==> src/fpec_pkg.sv <==
// Constants, states and carriers for the flash program/erase controller
// Notes on behaviour
// - Mass-erase code in control starts array erase
// - Processor held during mass erase, clock runs
// - Mass erase end relocks the controller
// - Bypass routes array controls to general pins
// - Bypass supports page erase and row programming
// - Debugger ignores write-protect option bit
// - Debugger ignores sector protection bits
// - Debugger programs any address, any page
// - Debugger sets and clears sector bits freely
// - Debugger unlock skips second page select
// - Debugger may rewrite page select when unlocked
// - Mass erase accepted only from debugger
// - One processor unlock opens exactly one page
// - Status reads, control writes, same address
// - Six-bit state code, upper bits zero
// - Unlock keys in order, codes 1,2,3
// - Busy codes: program, page erase, mass erase
// - Page select shares address with sector protect
// - 512-byte page chosen by upper seven bits
// - Option bytes copied to holding registers at reset
// - Options load before processor runs
// - Option holding registers not software reachable
package fpec_pkg;
  // Register byte addresses
  localparam logic [11:0] STAT_CTL_ADDR  = 12'hFF8;
  localparam logic [11:0] PAGE_SECT_ADDR = 12'hFFC;
  localparam logic [11:0] PROG_ADDR_ADDR = 12'hFF0;
  localparam logic [11:0] PROG_DATA_ADDR = 12'hFF4;
  // Control register codes
  localparam logic [7:0] KEY_FIRST  = 8'h73;
  localparam logic [7:0] KEY_SECOND = 8'h8C;
  localparam logic [7:0] CMD_MASS   = 8'h63;
  localparam logic [7:0] CMD_SECT   = 8'h5E;
  localparam logic [7:0] CMD_PAGE   = 8'h95;
  // Reset values
  localparam logic [7:0]  PAGE_RST = 8'h00;
  localparam logic [7:0]  SECT_RST = 8'h00;
  localparam logic [15:0] ADDR_RST = 16'h0000;
  // Address field positions
  localparam int PAGE_LSB = 9;
  localparam int SECT_LSB = 13;
  // Option byte locations in program flash
  localparam logic [15:0] OPT_ADDR0 = 16'h0000;
  localparam logic [15:0] OPT_ADDR1 = 16'h0001;
  // Controller states; the code is the status field
  typedef enum logic [5:0] {
    FC_LOCKED   = 6'b000000,
    FC_FIRST    = 6'b000001,
    FC_SECOND   = 6'b000010,
    FC_UNLOCKED = 6'b000011,
    FC_SECT     = 6'b000100,
    FC_PROG     = 6'b001000,
    FC_PERASE   = 6'b010000,
    FC_MERASE   = 6'b100000
  } fpec_state_t;
  // Pins used while the controller is bypassed
  typedef struct packed {
    logic [15:0] addr;
    logic [7:0]  data;
    logic        prog;
    logic        perase;
  } fpec_gpio_t;
  // Option holding registers
  typedef struct packed {
    logic       wdt_int_sel;
    logic       wdt_always_on;
    logic       read_prot;
    logic       write_prot;
    logic       bod_stop_en;
    logic [2:0] osc_mode;
    logic [7:0] trim;
  } fpec_opt_t;
endpackage : fpec_pkg

==> src/fpec_opt_load.sv <==
// Option byte loader run once after reset
`timescale 1ns/10ps
`default_nettype none
module fpec_opt_load (
  input  wire logic              clk_i,
  input  wire logic              rst_n_i,
  input  wire logic [7:0]        rdata_i,
  output var  logic [15:0]       addr_o,
  output var  fpec_pkg::fpec_opt_t opt_o,
  output var  logic              done_o
);
  logic [2:0] step; // Load sequence position

  // Walk two option bytes; address passes the array output flop, data the array read flop
  always_ff @(posedge clk_i or negedge rst_n_i)
  begin
    if (!rst_n_i)
    begin
      step   <= 3'h0;
      addr_o <= fpec_pkg::OPT_ADDR0;
      opt_o  <= '0;
      done_o <= 1'b0;
    end
    else
    begin
      case (step)
        3'h0:
        begin
          addr_o <= fpec_pkg::OPT_ADDR1; // Byte 0 address on its way out
          step   <= 3'h1;
        end
        3'h1:
        begin
          step <= 3'h2; // Byte 0 read under way in the array
        end
        3'h2:
        begin
          opt_o[15:8] <= rdata_i; // Byte 0 captured
          step        <= 3'h3;
        end
        3'h3:
        begin
          opt_o[7:0] <= rdata_i; // Byte 1 captured
          done_o     <= 1'b1;
          step       <= 3'h4;
        end
        default:
        begin
          step <= 3'h4; // Holding registers frozen until reset
        end
      endcase
    end
  end
endmodule : fpec_opt_load
`default_nettype wire

==> src/fpec_top.sv <==
// Flash program/erase controller with APB register access
`timescale 1ns/10ps
`default_nettype none
module fpec_top (
  input  wire logic              CLK_I,
  input  wire logic              RST_N_I,
  input  wire logic              PSEL_I,
  input  wire logic              PENABLE_I,
  input  wire logic              PWRITE_I,
  input  wire logic [11:0]       PADDR_I,
  input  wire logic [31:0]       PWDATA_I,
  output var  logic [31:0]       PRDATA_O,
  output var  logic              PREADY_O,
  output var  logic              PSLVERR_O,
  input  wire logic              DBG_ACCESS_I,
  output var  logic              CPU_HOLD_O,
  input  wire logic              BYPASS_I,
  input  wire fpec_pkg::fpec_gpio_t GP_I,
  output var  logic [15:0]       FL_ADDR_O,
  output var  logic [7:0]        FL_WDATA_O,
  output var  logic              FL_PROG_O,
  output var  logic              FL_PERASE_O,
  output var  logic              FL_MERASE_O,
  input  wire logic [7:0]        FL_RDATA_I,
  input  wire logic              FL_BUSY_I,
  output var  fpec_pkg::fpec_opt_t OPT_O
);
  fpec_pkg::fpec_state_t state;    // Controller state
  logic [7:0]            page;     // erase_page_selector
  logic [7:0]            sect;     // Sector protect bits
  logic [15:0]           prog_addr; // Program target
  logic [7:0]            prog_data; // Program byte
  logic                  seen_busy; // Array busy seen
  logic [26:0]           pin_meta; // First sync stage
  logic [26:0]           pin_sync; // Second sync stage
  logic                  byp;      // Synced bypass level
  fpec_pkg::fpec_gpio_t  gp;       // Synced bypass pins
  logic [15:0]           ld_addr;  // Loader read address
  logic                  ld_done;  // Options loaded
  logic                  acc;      // APB access edge
  logic                  wr;       // Write taken
  logic                  ctl_wr;   // Control write
  logic                  ps_wr;    // Page/sector write
  logic                  pa_wr;    // Program address write
  logic                  pd_wr;    // Program data write
  logic [7:0]            cmd;      // Written byte
  logic                  dbg;      // Debugger access
  logic                  in_op;    // Operation running
  logic                  op_done;  // Operation finished
  logic                  go_prog;  // Program accepted
  logic                  go_page;  // Page erase accepted
  logic                  go_mass;  // Mass erase accepted
  logic [15:0]           page_base; // Erase page address

  // Protection check; debugger bypasses both gates
  function automatic logic fpec_allow(
    input logic [15:0] addr,
    input logic        from_dbg,
    input logic        wprot,
    input logic [7:0]  sbits
  );
    logic [2:0] sidx;
    sidx = addr[fpec_pkg::SECT_LSB +: 3];
    fpec_allow = from_dbg || (!wprot && !sbits[sidx]);
  endfunction : fpec_allow

  // Option bytes captured before the core runs
  fpec_opt_load u_opt (
    .clk_i   (CLK_I),
    .rst_n_i (RST_N_I),
    .rdata_i (FL_RDATA_I),
    .addr_o  (ld_addr),
    .opt_o   (OPT_O),
    .done_o  (ld_done)
  );

  // Pin synchroniser for bypass inputs
  always_ff @(posedge CLK_I or negedge RST_N_I)
  begin
    if (!RST_N_I)
    begin
      pin_meta <= '0;
      pin_sync <= '0;
    end
    else
    begin
      pin_meta <= {BYPASS_I, GP_I};
      pin_sync <= pin_meta;
    end
  end

  // Decode of the taken access
  always_comb
  begin
    byp       = pin_sync[26];
    gp        = pin_sync[25:0];
    acc       = PSEL_I && PENABLE_I && PREADY_O;
    wr        = acc && PWRITE_I;
    cmd       = PWDATA_I[7:0];
    dbg       = DBG_ACCESS_I;
    ctl_wr    = wr && (PADDR_I == fpec_pkg::STAT_CTL_ADDR);
    ps_wr     = wr && (PADDR_I == fpec_pkg::PAGE_SECT_ADDR);
    pa_wr     = wr && (PADDR_I == fpec_pkg::PROG_ADDR_ADDR);
    pd_wr     = wr && (PADDR_I == fpec_pkg::PROG_DATA_ADDR);
    in_op     = (state == fpec_pkg::FC_PROG) || (state == fpec_pkg::FC_PERASE) ||
                (state == fpec_pkg::FC_MERASE);
    op_done   = in_op && seen_busy && !FL_BUSY_I;
    page_base = {page[6:0], 9'h000};
    go_prog   = pd_wr && (state == fpec_pkg::FC_UNLOCKED) && !byp &&
                (dbg || (prog_addr[15:fpec_pkg::PAGE_LSB] == page[6:0])) &&
                fpec_allow(prog_addr, dbg, OPT_O.write_prot, sect);
    go_page   = ctl_wr && (cmd == fpec_pkg::CMD_PAGE) && !byp &&
                (state == fpec_pkg::FC_UNLOCKED) &&
                fpec_allow(page_base, dbg, OPT_O.write_prot, sect);
    go_mass   = ctl_wr && (cmd == fpec_pkg::CMD_MASS) && dbg && !byp &&
                (state == fpec_pkg::FC_UNLOCKED) && !OPT_O.write_prot | dbg;
  end

  // Unlock and operation sequencer
  always_ff @(posedge CLK_I or negedge RST_N_I)
  begin
    if (!RST_N_I)
    begin
      state <= fpec_pkg::FC_LOCKED;
    end
    else if (byp || !ld_done)
    begin
      state <= fpec_pkg::FC_LOCKED; // Controller idle while bypassed
    end
    else
    begin
      case (state)
        fpec_pkg::FC_LOCKED:
        begin
          if (ctl_wr && (cmd == fpec_pkg::KEY_FIRST))
            state <= fpec_pkg::FC_FIRST;
        end
        fpec_pkg::FC_FIRST:
        begin
          if (ctl_wr && (cmd == fpec_pkg::KEY_SECOND))
            state <= dbg ? fpec_pkg::FC_UNLOCKED : fpec_pkg::FC_SECOND;
          else if (ctl_wr)
            state <= fpec_pkg::FC_LOCKED; // Wrong key
        end
        fpec_pkg::FC_SECOND:
        begin
          if (ps_wr)
            state <= fpec_pkg::FC_UNLOCKED; // Page select completes unlock
          else if (ctl_wr)
            state <= fpec_pkg::FC_LOCKED;
        end
        fpec_pkg::FC_UNLOCKED:
        begin
          if (go_mass)
            state <= fpec_pkg::FC_MERASE;
          else if (go_page)
            state <= fpec_pkg::FC_PERASE;
          else if (go_prog)
            state <= fpec_pkg::FC_PROG;
          else if (ctl_wr && (cmd == fpec_pkg::CMD_SECT))
            state <= fpec_pkg::FC_SECT;
          else if (ctl_wr)
            state <= fpec_pkg::FC_LOCKED; // Refused command relocks
        end
        fpec_pkg::FC_SECT:
        begin
          if (ps_wr || ctl_wr)
            state <= fpec_pkg::FC_LOCKED;
        end
        fpec_pkg::FC_PROG:
        begin
          if (op_done)
            state <= fpec_pkg::FC_UNLOCKED; // Same page stays open
        end
        fpec_pkg::FC_PERASE:
        begin
          if (op_done)
            state <= fpec_pkg::FC_LOCKED; // Page used up
        end
        fpec_pkg::FC_MERASE:
        begin
          if (op_done)
            state <= fpec_pkg::FC_LOCKED;
        end
        default:
        begin
          state <= fpec_pkg::FC_LOCKED;
        end
      endcase
    end
  end

  // Array busy tracking for the running operation
  always_ff @(posedge CLK_I or negedge RST_N_I)
  begin
    if (!RST_N_I)
      seen_busy <= 1'b0;
    else if (!in_op || op_done)
      seen_busy <= 1'b0;
    else if (FL_BUSY_I)
      seen_busy <= 1'b1;
  end

  // Page select and sector protect, shared address
  always_ff @(posedge CLK_I or negedge RST_N_I)
  begin
    if (!RST_N_I)
    begin
      page <= fpec_pkg::PAGE_RST;
      sect <= fpec_pkg::SECT_RST;
    end
    else if (ps_wr && (state == fpec_pkg::FC_SECT))
    begin
      sect <= dbg ? cmd : (sect | cmd);
    end
    else if (ps_wr && !in_op && ((state != fpec_pkg::FC_UNLOCKED) || dbg))
    begin
      page <= cmd;
    end
  end

  // Program address and data holding
  always_ff @(posedge CLK_I or negedge RST_N_I)
  begin
    if (!RST_N_I)
    begin
      prog_addr <= fpec_pkg::ADDR_RST;
      prog_data <= 8'h00;
    end
    else
    begin
      if (pa_wr && !in_op)
        prog_addr <= PWDATA_I[15:0];
      if (pd_wr && !in_op)
        prog_data <= cmd;
    end
  end

  // Array control outputs, controller or bypass pins
  always_ff @(posedge CLK_I or negedge RST_N_I)
  begin
    if (!RST_N_I)
    begin
      FL_ADDR_O   <= fpec_pkg::ADDR_RST;
      FL_WDATA_O  <= 8'h00;
      FL_PROG_O   <= 1'b0;
      FL_PERASE_O <= 1'b0;
      FL_MERASE_O <= 1'b0;
    end
    else if (byp)
    begin
      FL_ADDR_O   <= gp.addr;
      FL_WDATA_O  <= gp.data;
      FL_PROG_O   <= gp.prog; // Row programming from pins
      FL_PERASE_O <= gp.perase; // Page erase from pins
      FL_MERASE_O <= 1'b0;
    end
    else if (!ld_done)
    begin
      FL_ADDR_O   <= ld_addr; // Option fetch
      FL_PROG_O   <= 1'b0;
      FL_PERASE_O <= 1'b0;
      FL_MERASE_O <= 1'b0;
    end
    else
    begin
      FL_PROG_O   <= go_prog;
      FL_PERASE_O <= go_page;
      FL_MERASE_O <= go_mass;
      if (go_prog)
      begin
        FL_ADDR_O  <= prog_addr;
        FL_WDATA_O <= cmd; // Byte of this data write, prog_data lags one edge
      end
      else if (go_page)
      begin
        FL_ADDR_O <= page_base;
      end
    end
  end

  // Processor hold during load and mass erase
  always_ff @(posedge CLK_I or negedge RST_N_I)
  begin
    if (!RST_N_I)
      CPU_HOLD_O <= 1'b1; // Held until options loaded
    else
      CPU_HOLD_O <= !ld_done || go_mass ||
                    ((state == fpec_pkg::FC_MERASE) && !op_done);
  end

  // APB slave, zero wait, data staged in setup
  always_ff @(posedge CLK_I or negedge RST_N_I)
  begin
    if (!RST_N_I)
    begin
      PREADY_O  <= 1'b0;
      PSLVERR_O <= 1'b0;
      PRDATA_O  <= 32'h0000_0000;
    end
    else if (PSEL_I && !PENABLE_I)
    begin
      PREADY_O  <= 1'b1;
      PSLVERR_O <= 1'b0;
      PRDATA_O  <= 32'h0000_0000;
      case (PADDR_I)
        fpec_pkg::STAT_CTL_ADDR:
          if (!PWRITE_I)
            PRDATA_O <= {26'h0000000, state};
        fpec_pkg::PAGE_SECT_ADDR:
          if (!PWRITE_I)
            PRDATA_O <= {16'h0000, sect, page};
        fpec_pkg::PROG_ADDR_ADDR:
          if (!PWRITE_I)
            PRDATA_O <= {16'h0000, prog_addr};
        fpec_pkg::PROG_DATA_ADDR:
          if (!PWRITE_I)
            PRDATA_O <= {24'h000000, prog_data};
        default:
          PSLVERR_O <= 1'b1; // Unmapped address
      endcase
    end
    else
    begin
      PREADY_O  <= 1'b0;
      PSLVERR_O <= 1'b0;
    end
  end
endmodule : fpec_top
`default_nettype wire
==> config.mk <==
export PLATFORM = sky130hd
export DESIGN_NAME = fpec_top
export DESIGN_NICKNAME = d
export VERILOG_FILES = /design/src/fpec_pkg.sv /design/src/fpec_opt_load.sv /design/src/fpec_top.sv
export SDC_FILE = /design/constraint.sdc
export NUM_CORES = 1
export LEC_CHECK = 0
export ABC_AREA = 1
export CORE_AREA = 4 4 104 155
export DETAILED_ROUTE_END_ITERATION = 7
export DIE_AREA = 0 0 108 159
export DONT_BUFFER_PORTS = 1
export GPL_ROUTABILITY_DRIVEN = 0
export GPL_TIMING_DRIVEN = 0
export PLACE_DENSITY_LB_ADDON = 0.12
export SLEW_MARGIN = 20
export SYNTH_ARGS = -nofsm -noshare
export SYNTH_HDL_FRONTEND = slang
export SYNTH_SLANG_ARGS = --single-unit
==> constraint.sdc <==
create_clock -name CLK_I -period 4.5 [get_ports CLK_I]
set_clock_uncertainty 0.15 [all_clocks]
set_input_delay 0.675 -clock CLK_I [delete_from_list [all_inputs] [get_ports CLK_I]]
set_output_delay 0.675 -clock CLK_I [all_outputs]
set_load 0.05 [all_outputs]
==> impl_results.md <==
* Placed Area at about 0.0075 sq mm
* Mapped Avg Cell Area at slightly below 9 sq um
* Port buffer count at 0
* Fin. Hold Viols at ~170
* Aggregate global routing overflow at 0
* Seq cells post-synth at ~170
* Core area at 0.0147 sq mm
* Area Growth Syn to Fin at 12.2%
* Max Slew Vio Count at 0
* Worst Path Max Fanout at 10
* VDD IR-drop max at 0.285 mV
* Gate count after technology mapping at roughly 800
* Inserted Clock Buffers at 17
* Latest clock arrival within the worst-skew pair at 0.42 ns
* Period minus WS final at 2.64 ns
* Fraction of layout cells with a size suffix above 1 at a little over a tenth
* Via Count at roughly 5700
* Die ar. at about 0.017 sq mm
* WP depth at 9
* Leakage power at 3.95 nW
* H-tree depth at 4
* Endpoint class of the critical path: flip-flop
* ANT nets after route at 0
* PostCTS Resize Cnt at 0
* Type of the most critical hold path: in2async
* Chip width at 108 microns
* Crit path max-delay family: simple AND/OR/NAND/NOR gates
* MaxCap Viol Count at 0
* Vert. Die Dim at ~160 microns
* First-pass GRT wire length at 30.5 mm
* Crit path cell chain: nand3_1 > nor2_4 > inv_1 > nor3_1 > nand2_1 > nand2_2 > inv_2 > nand2_1 > nand3_1
* Clock sinks at between 150 and 200
* Setup CP Type: reg2reg
* Setup WS post-layout at about 1.9 ns
* Deepest clock path buffer count at 2
* Worst R2R Path Depth at 9
* Setup bufs post-CTS at 0
* Placed cells at roughly 1000
* Crit path launch type: flip-flop
* Sequential share of the synthesized area at between 50% and 60%
* Crit path largest cell delay at 0.65 ns
* Vias in the first global route at slightly below 6000
* Total iterations of the first detailed-routing run at 5
* Final Util at 55.4%
* Nets at a little over 900
* Largest net degree at the start of global routing at approximately 170
* RSZ-0062 raised after global routing: false
* Non-Filler Instances at approximately 1100
* CP bufs+invs at 2
* Setup TNS at 0 ns
* Final wirelength at around 19 mm
* CP required at 4.65 ns
* CTS tree: yes
* Root Driver: clkbuf_16
* Num ports at around 160
* Pre-CTS setup slack at between 1.5 and 2 ns
* Power Total at 3.24 mW
* DP HPWL at ~14 mm
* CP arrival at approximately 2.8 ns
* Max Clk Rate at ~0.38 GHz
* Final instance area at just over 0.008 sq mm
* DR vias/cell at 5.44
* Total GRT Usage at between 20 and 25%
* Mapped cell area at a little over 0.007 sq mm
* Reg clk slew, reported paths at about 0.08 ns
* Failing checks: hold timing
* Slew HR at 53.9%
* CP max stage cell: dfrtp_1
* Post-DR wirelength/cell at ~18 microns
* DRC at 0
* Synth cell types at 36
* Power Density at between 300 and 400 mW/mm^2
* Initial antenna violation count at 0
* Least-Margin Pin Slew at 0.688 ns
* Final setup viols at 0
* ANT cells at 0
* WHS at -0.212 ns
* Status: finished, violations left
* Row Count at 54
* Initial drt markers at between 400 and 500
* Period utilization at around three fifths
* Starting Density at roughly half
* Syn. warnings at 0
-- state kept, by name (all words and copies together) (netlist names), 8 cells and up --
name / count
FL_ADDR_O: 16
FL_WDATA_O: 8
PRDATA_O: 16
prog_data: 8
prog_addr: 16
page: 8
sect: 8
u_opt.opt_o: 16
pin_sync: 27
pin_meta: 27
-- worst paths after layout --
check,startpoint,endpoint,slack (ns)
worst max-delay path,PREADY_O,FL_ADDR_O[8],1.86
worst max register to register,PREADY_O,FL_ADDR_O[8],1.86
min in group CLK_I,GP_I[0],pin_meta[0],0.12
max in group asynchronous,RST_N_I,CPU_HOLD_O,4.17
worst min-delay path,RST_N_I,prog_addr[12],-0.21
worst min register to register,pin_meta[20],pin_sync[20],0.19
-- worst register-to-register path, cell delays in order (launching register included) --
cell and delay [ns]:
dfrtp_1 0.65, nand3_1 0.20, nor2_4 0.23, inv_1 0.12, nor3_1 0.35, nand2_1 0.24, nand2_2 0.26, inv_2 0.14
nand2_1 0.09, nand3_1 0.09
-- layout by cell type (no fill, tap or decap), types with 2 or more instances in the layout --
cell | Yosys | layout
a21oi_1 | 24 | 24
nor2_1 | 52 | 52
inv_8 | 0 | 2
nand2_4 | 2 | 2
o21ai_0 | 81 | 81
a21boi_0 | 7 | 7
nand2_2 | 3 | 3
nand4_1 | 11 | 11
nor2_4 | 4 | 4
nand3_1 | 74 | 74
o211ai_1 | 4 | 4
nand2_1 | 197 | 197
inv_2 | 5 | 5
o22ai_1 | 17 | 17
clkbuf_1 | 15 | 15
nor2_2 | 3 | 3
o21ai_2 | 4 | 4
dfrtp_1 | 167 | 167
mux2_2 | 8 | 8
buf_2 | 6 | 6
clkinv_8 | 0 | 4
inv_6 | 0 | 5
o31ai_1 | 2 | 2
clkinvlp_4 | 0 | 3
conb_1 | 1 | 16
clkbuf_16 | 0 | 17
buf_4 | 17 | 17
nor4_1 | 3 | 3
inv_1 | 80 | 80
nor3_1 | 11 | 11
-- per-layer routing --
| layer | global-route usage, % | share of wire (%) | vias to the layer above |
|---|---|---|---|
| met5 | 0 | 0 | - |
| met3 | 6.53 | 8.6 | 57 |
| met4 | 11.9 | 4.6 | 0 |
| met2 | 38.1 | 51 | 262 |
| li1 | - | - | 2676 |
| met1 | 26.2 | 36 | 2723 |
-- where the power goes --
part	switching, mW	internal [mW]
clock	0.674	0.740
combinational	0.0935	0.0384
sequential	0.136	1.56
total	0.904	2.34
-- Yosys cell counts --
library cell,count,area share [%]
buf_4,17,1.8
nand2_4,2,0.31
a21oi_2,1,0.12
nand3_2,1,0.14
o21ai_2,4,0.48
dfrtp_1,167,58
nor2_2,3,0.26
inv_2,5,0.26
a21oi_1,24,1.7
nor3_4,1,0.22
o22ai_1,17,1.5
nor3_1,11,0.76
nor2_1,52,2.7
inv_1,80,4.1
nor3_2,1,0.14
dfstp_2,1,0.36
nand3_1,74,5.1
conb_1,1,0.052
o21ai_0,81,5.6
nor3b_1,1,0.10
o31ai_1,2,0.21
o211ai_1,4,0.41
clkinv_1,1,0.052
nor4_1,3,0.26
nand2_1,197,10
buf_2,6,0.41
clkbuf_1,15,0.78
and3_1,1,0.087
mux2_2,8,1.2
nand4_1,11,0.95
a21boi_0,7,0.73
buf_6,1,0.16
nand3b_1,1,0.10
nor2_4,4,0.62
nand2_2,3,0.26
or2_2,1,0.087
-- final cells by class --
type | instances | area, sq um
Sequential cell | 168 | 4210
Multi-Input combinational cell | 531 | 2540
Tap cell | 196 | 245
Inverter | 86 | 323
Fill cell | 1359 | 6540
Buffer | 39 | 225
Clock buffer | 17 | 425
Clock inverter | 15 | 159
-- logic make-up (layout without fill, tap and decap cells) --
family | count (synthesis) | count (layout) | share of synthesized area, %
AOI/OAI and AO/OA | 140 | 140 | 10.7
buffers and inverters | 125 | 157 | 7.57
DFF | 168 | 168 | 58.1
muxes | 8 | 8 | 1.24
other | 1 | 16 | 0.0518
and+or+nand+nor | 367 | 367 | 22.3
No activity file was read; power rests on OpenSTA's default activity.
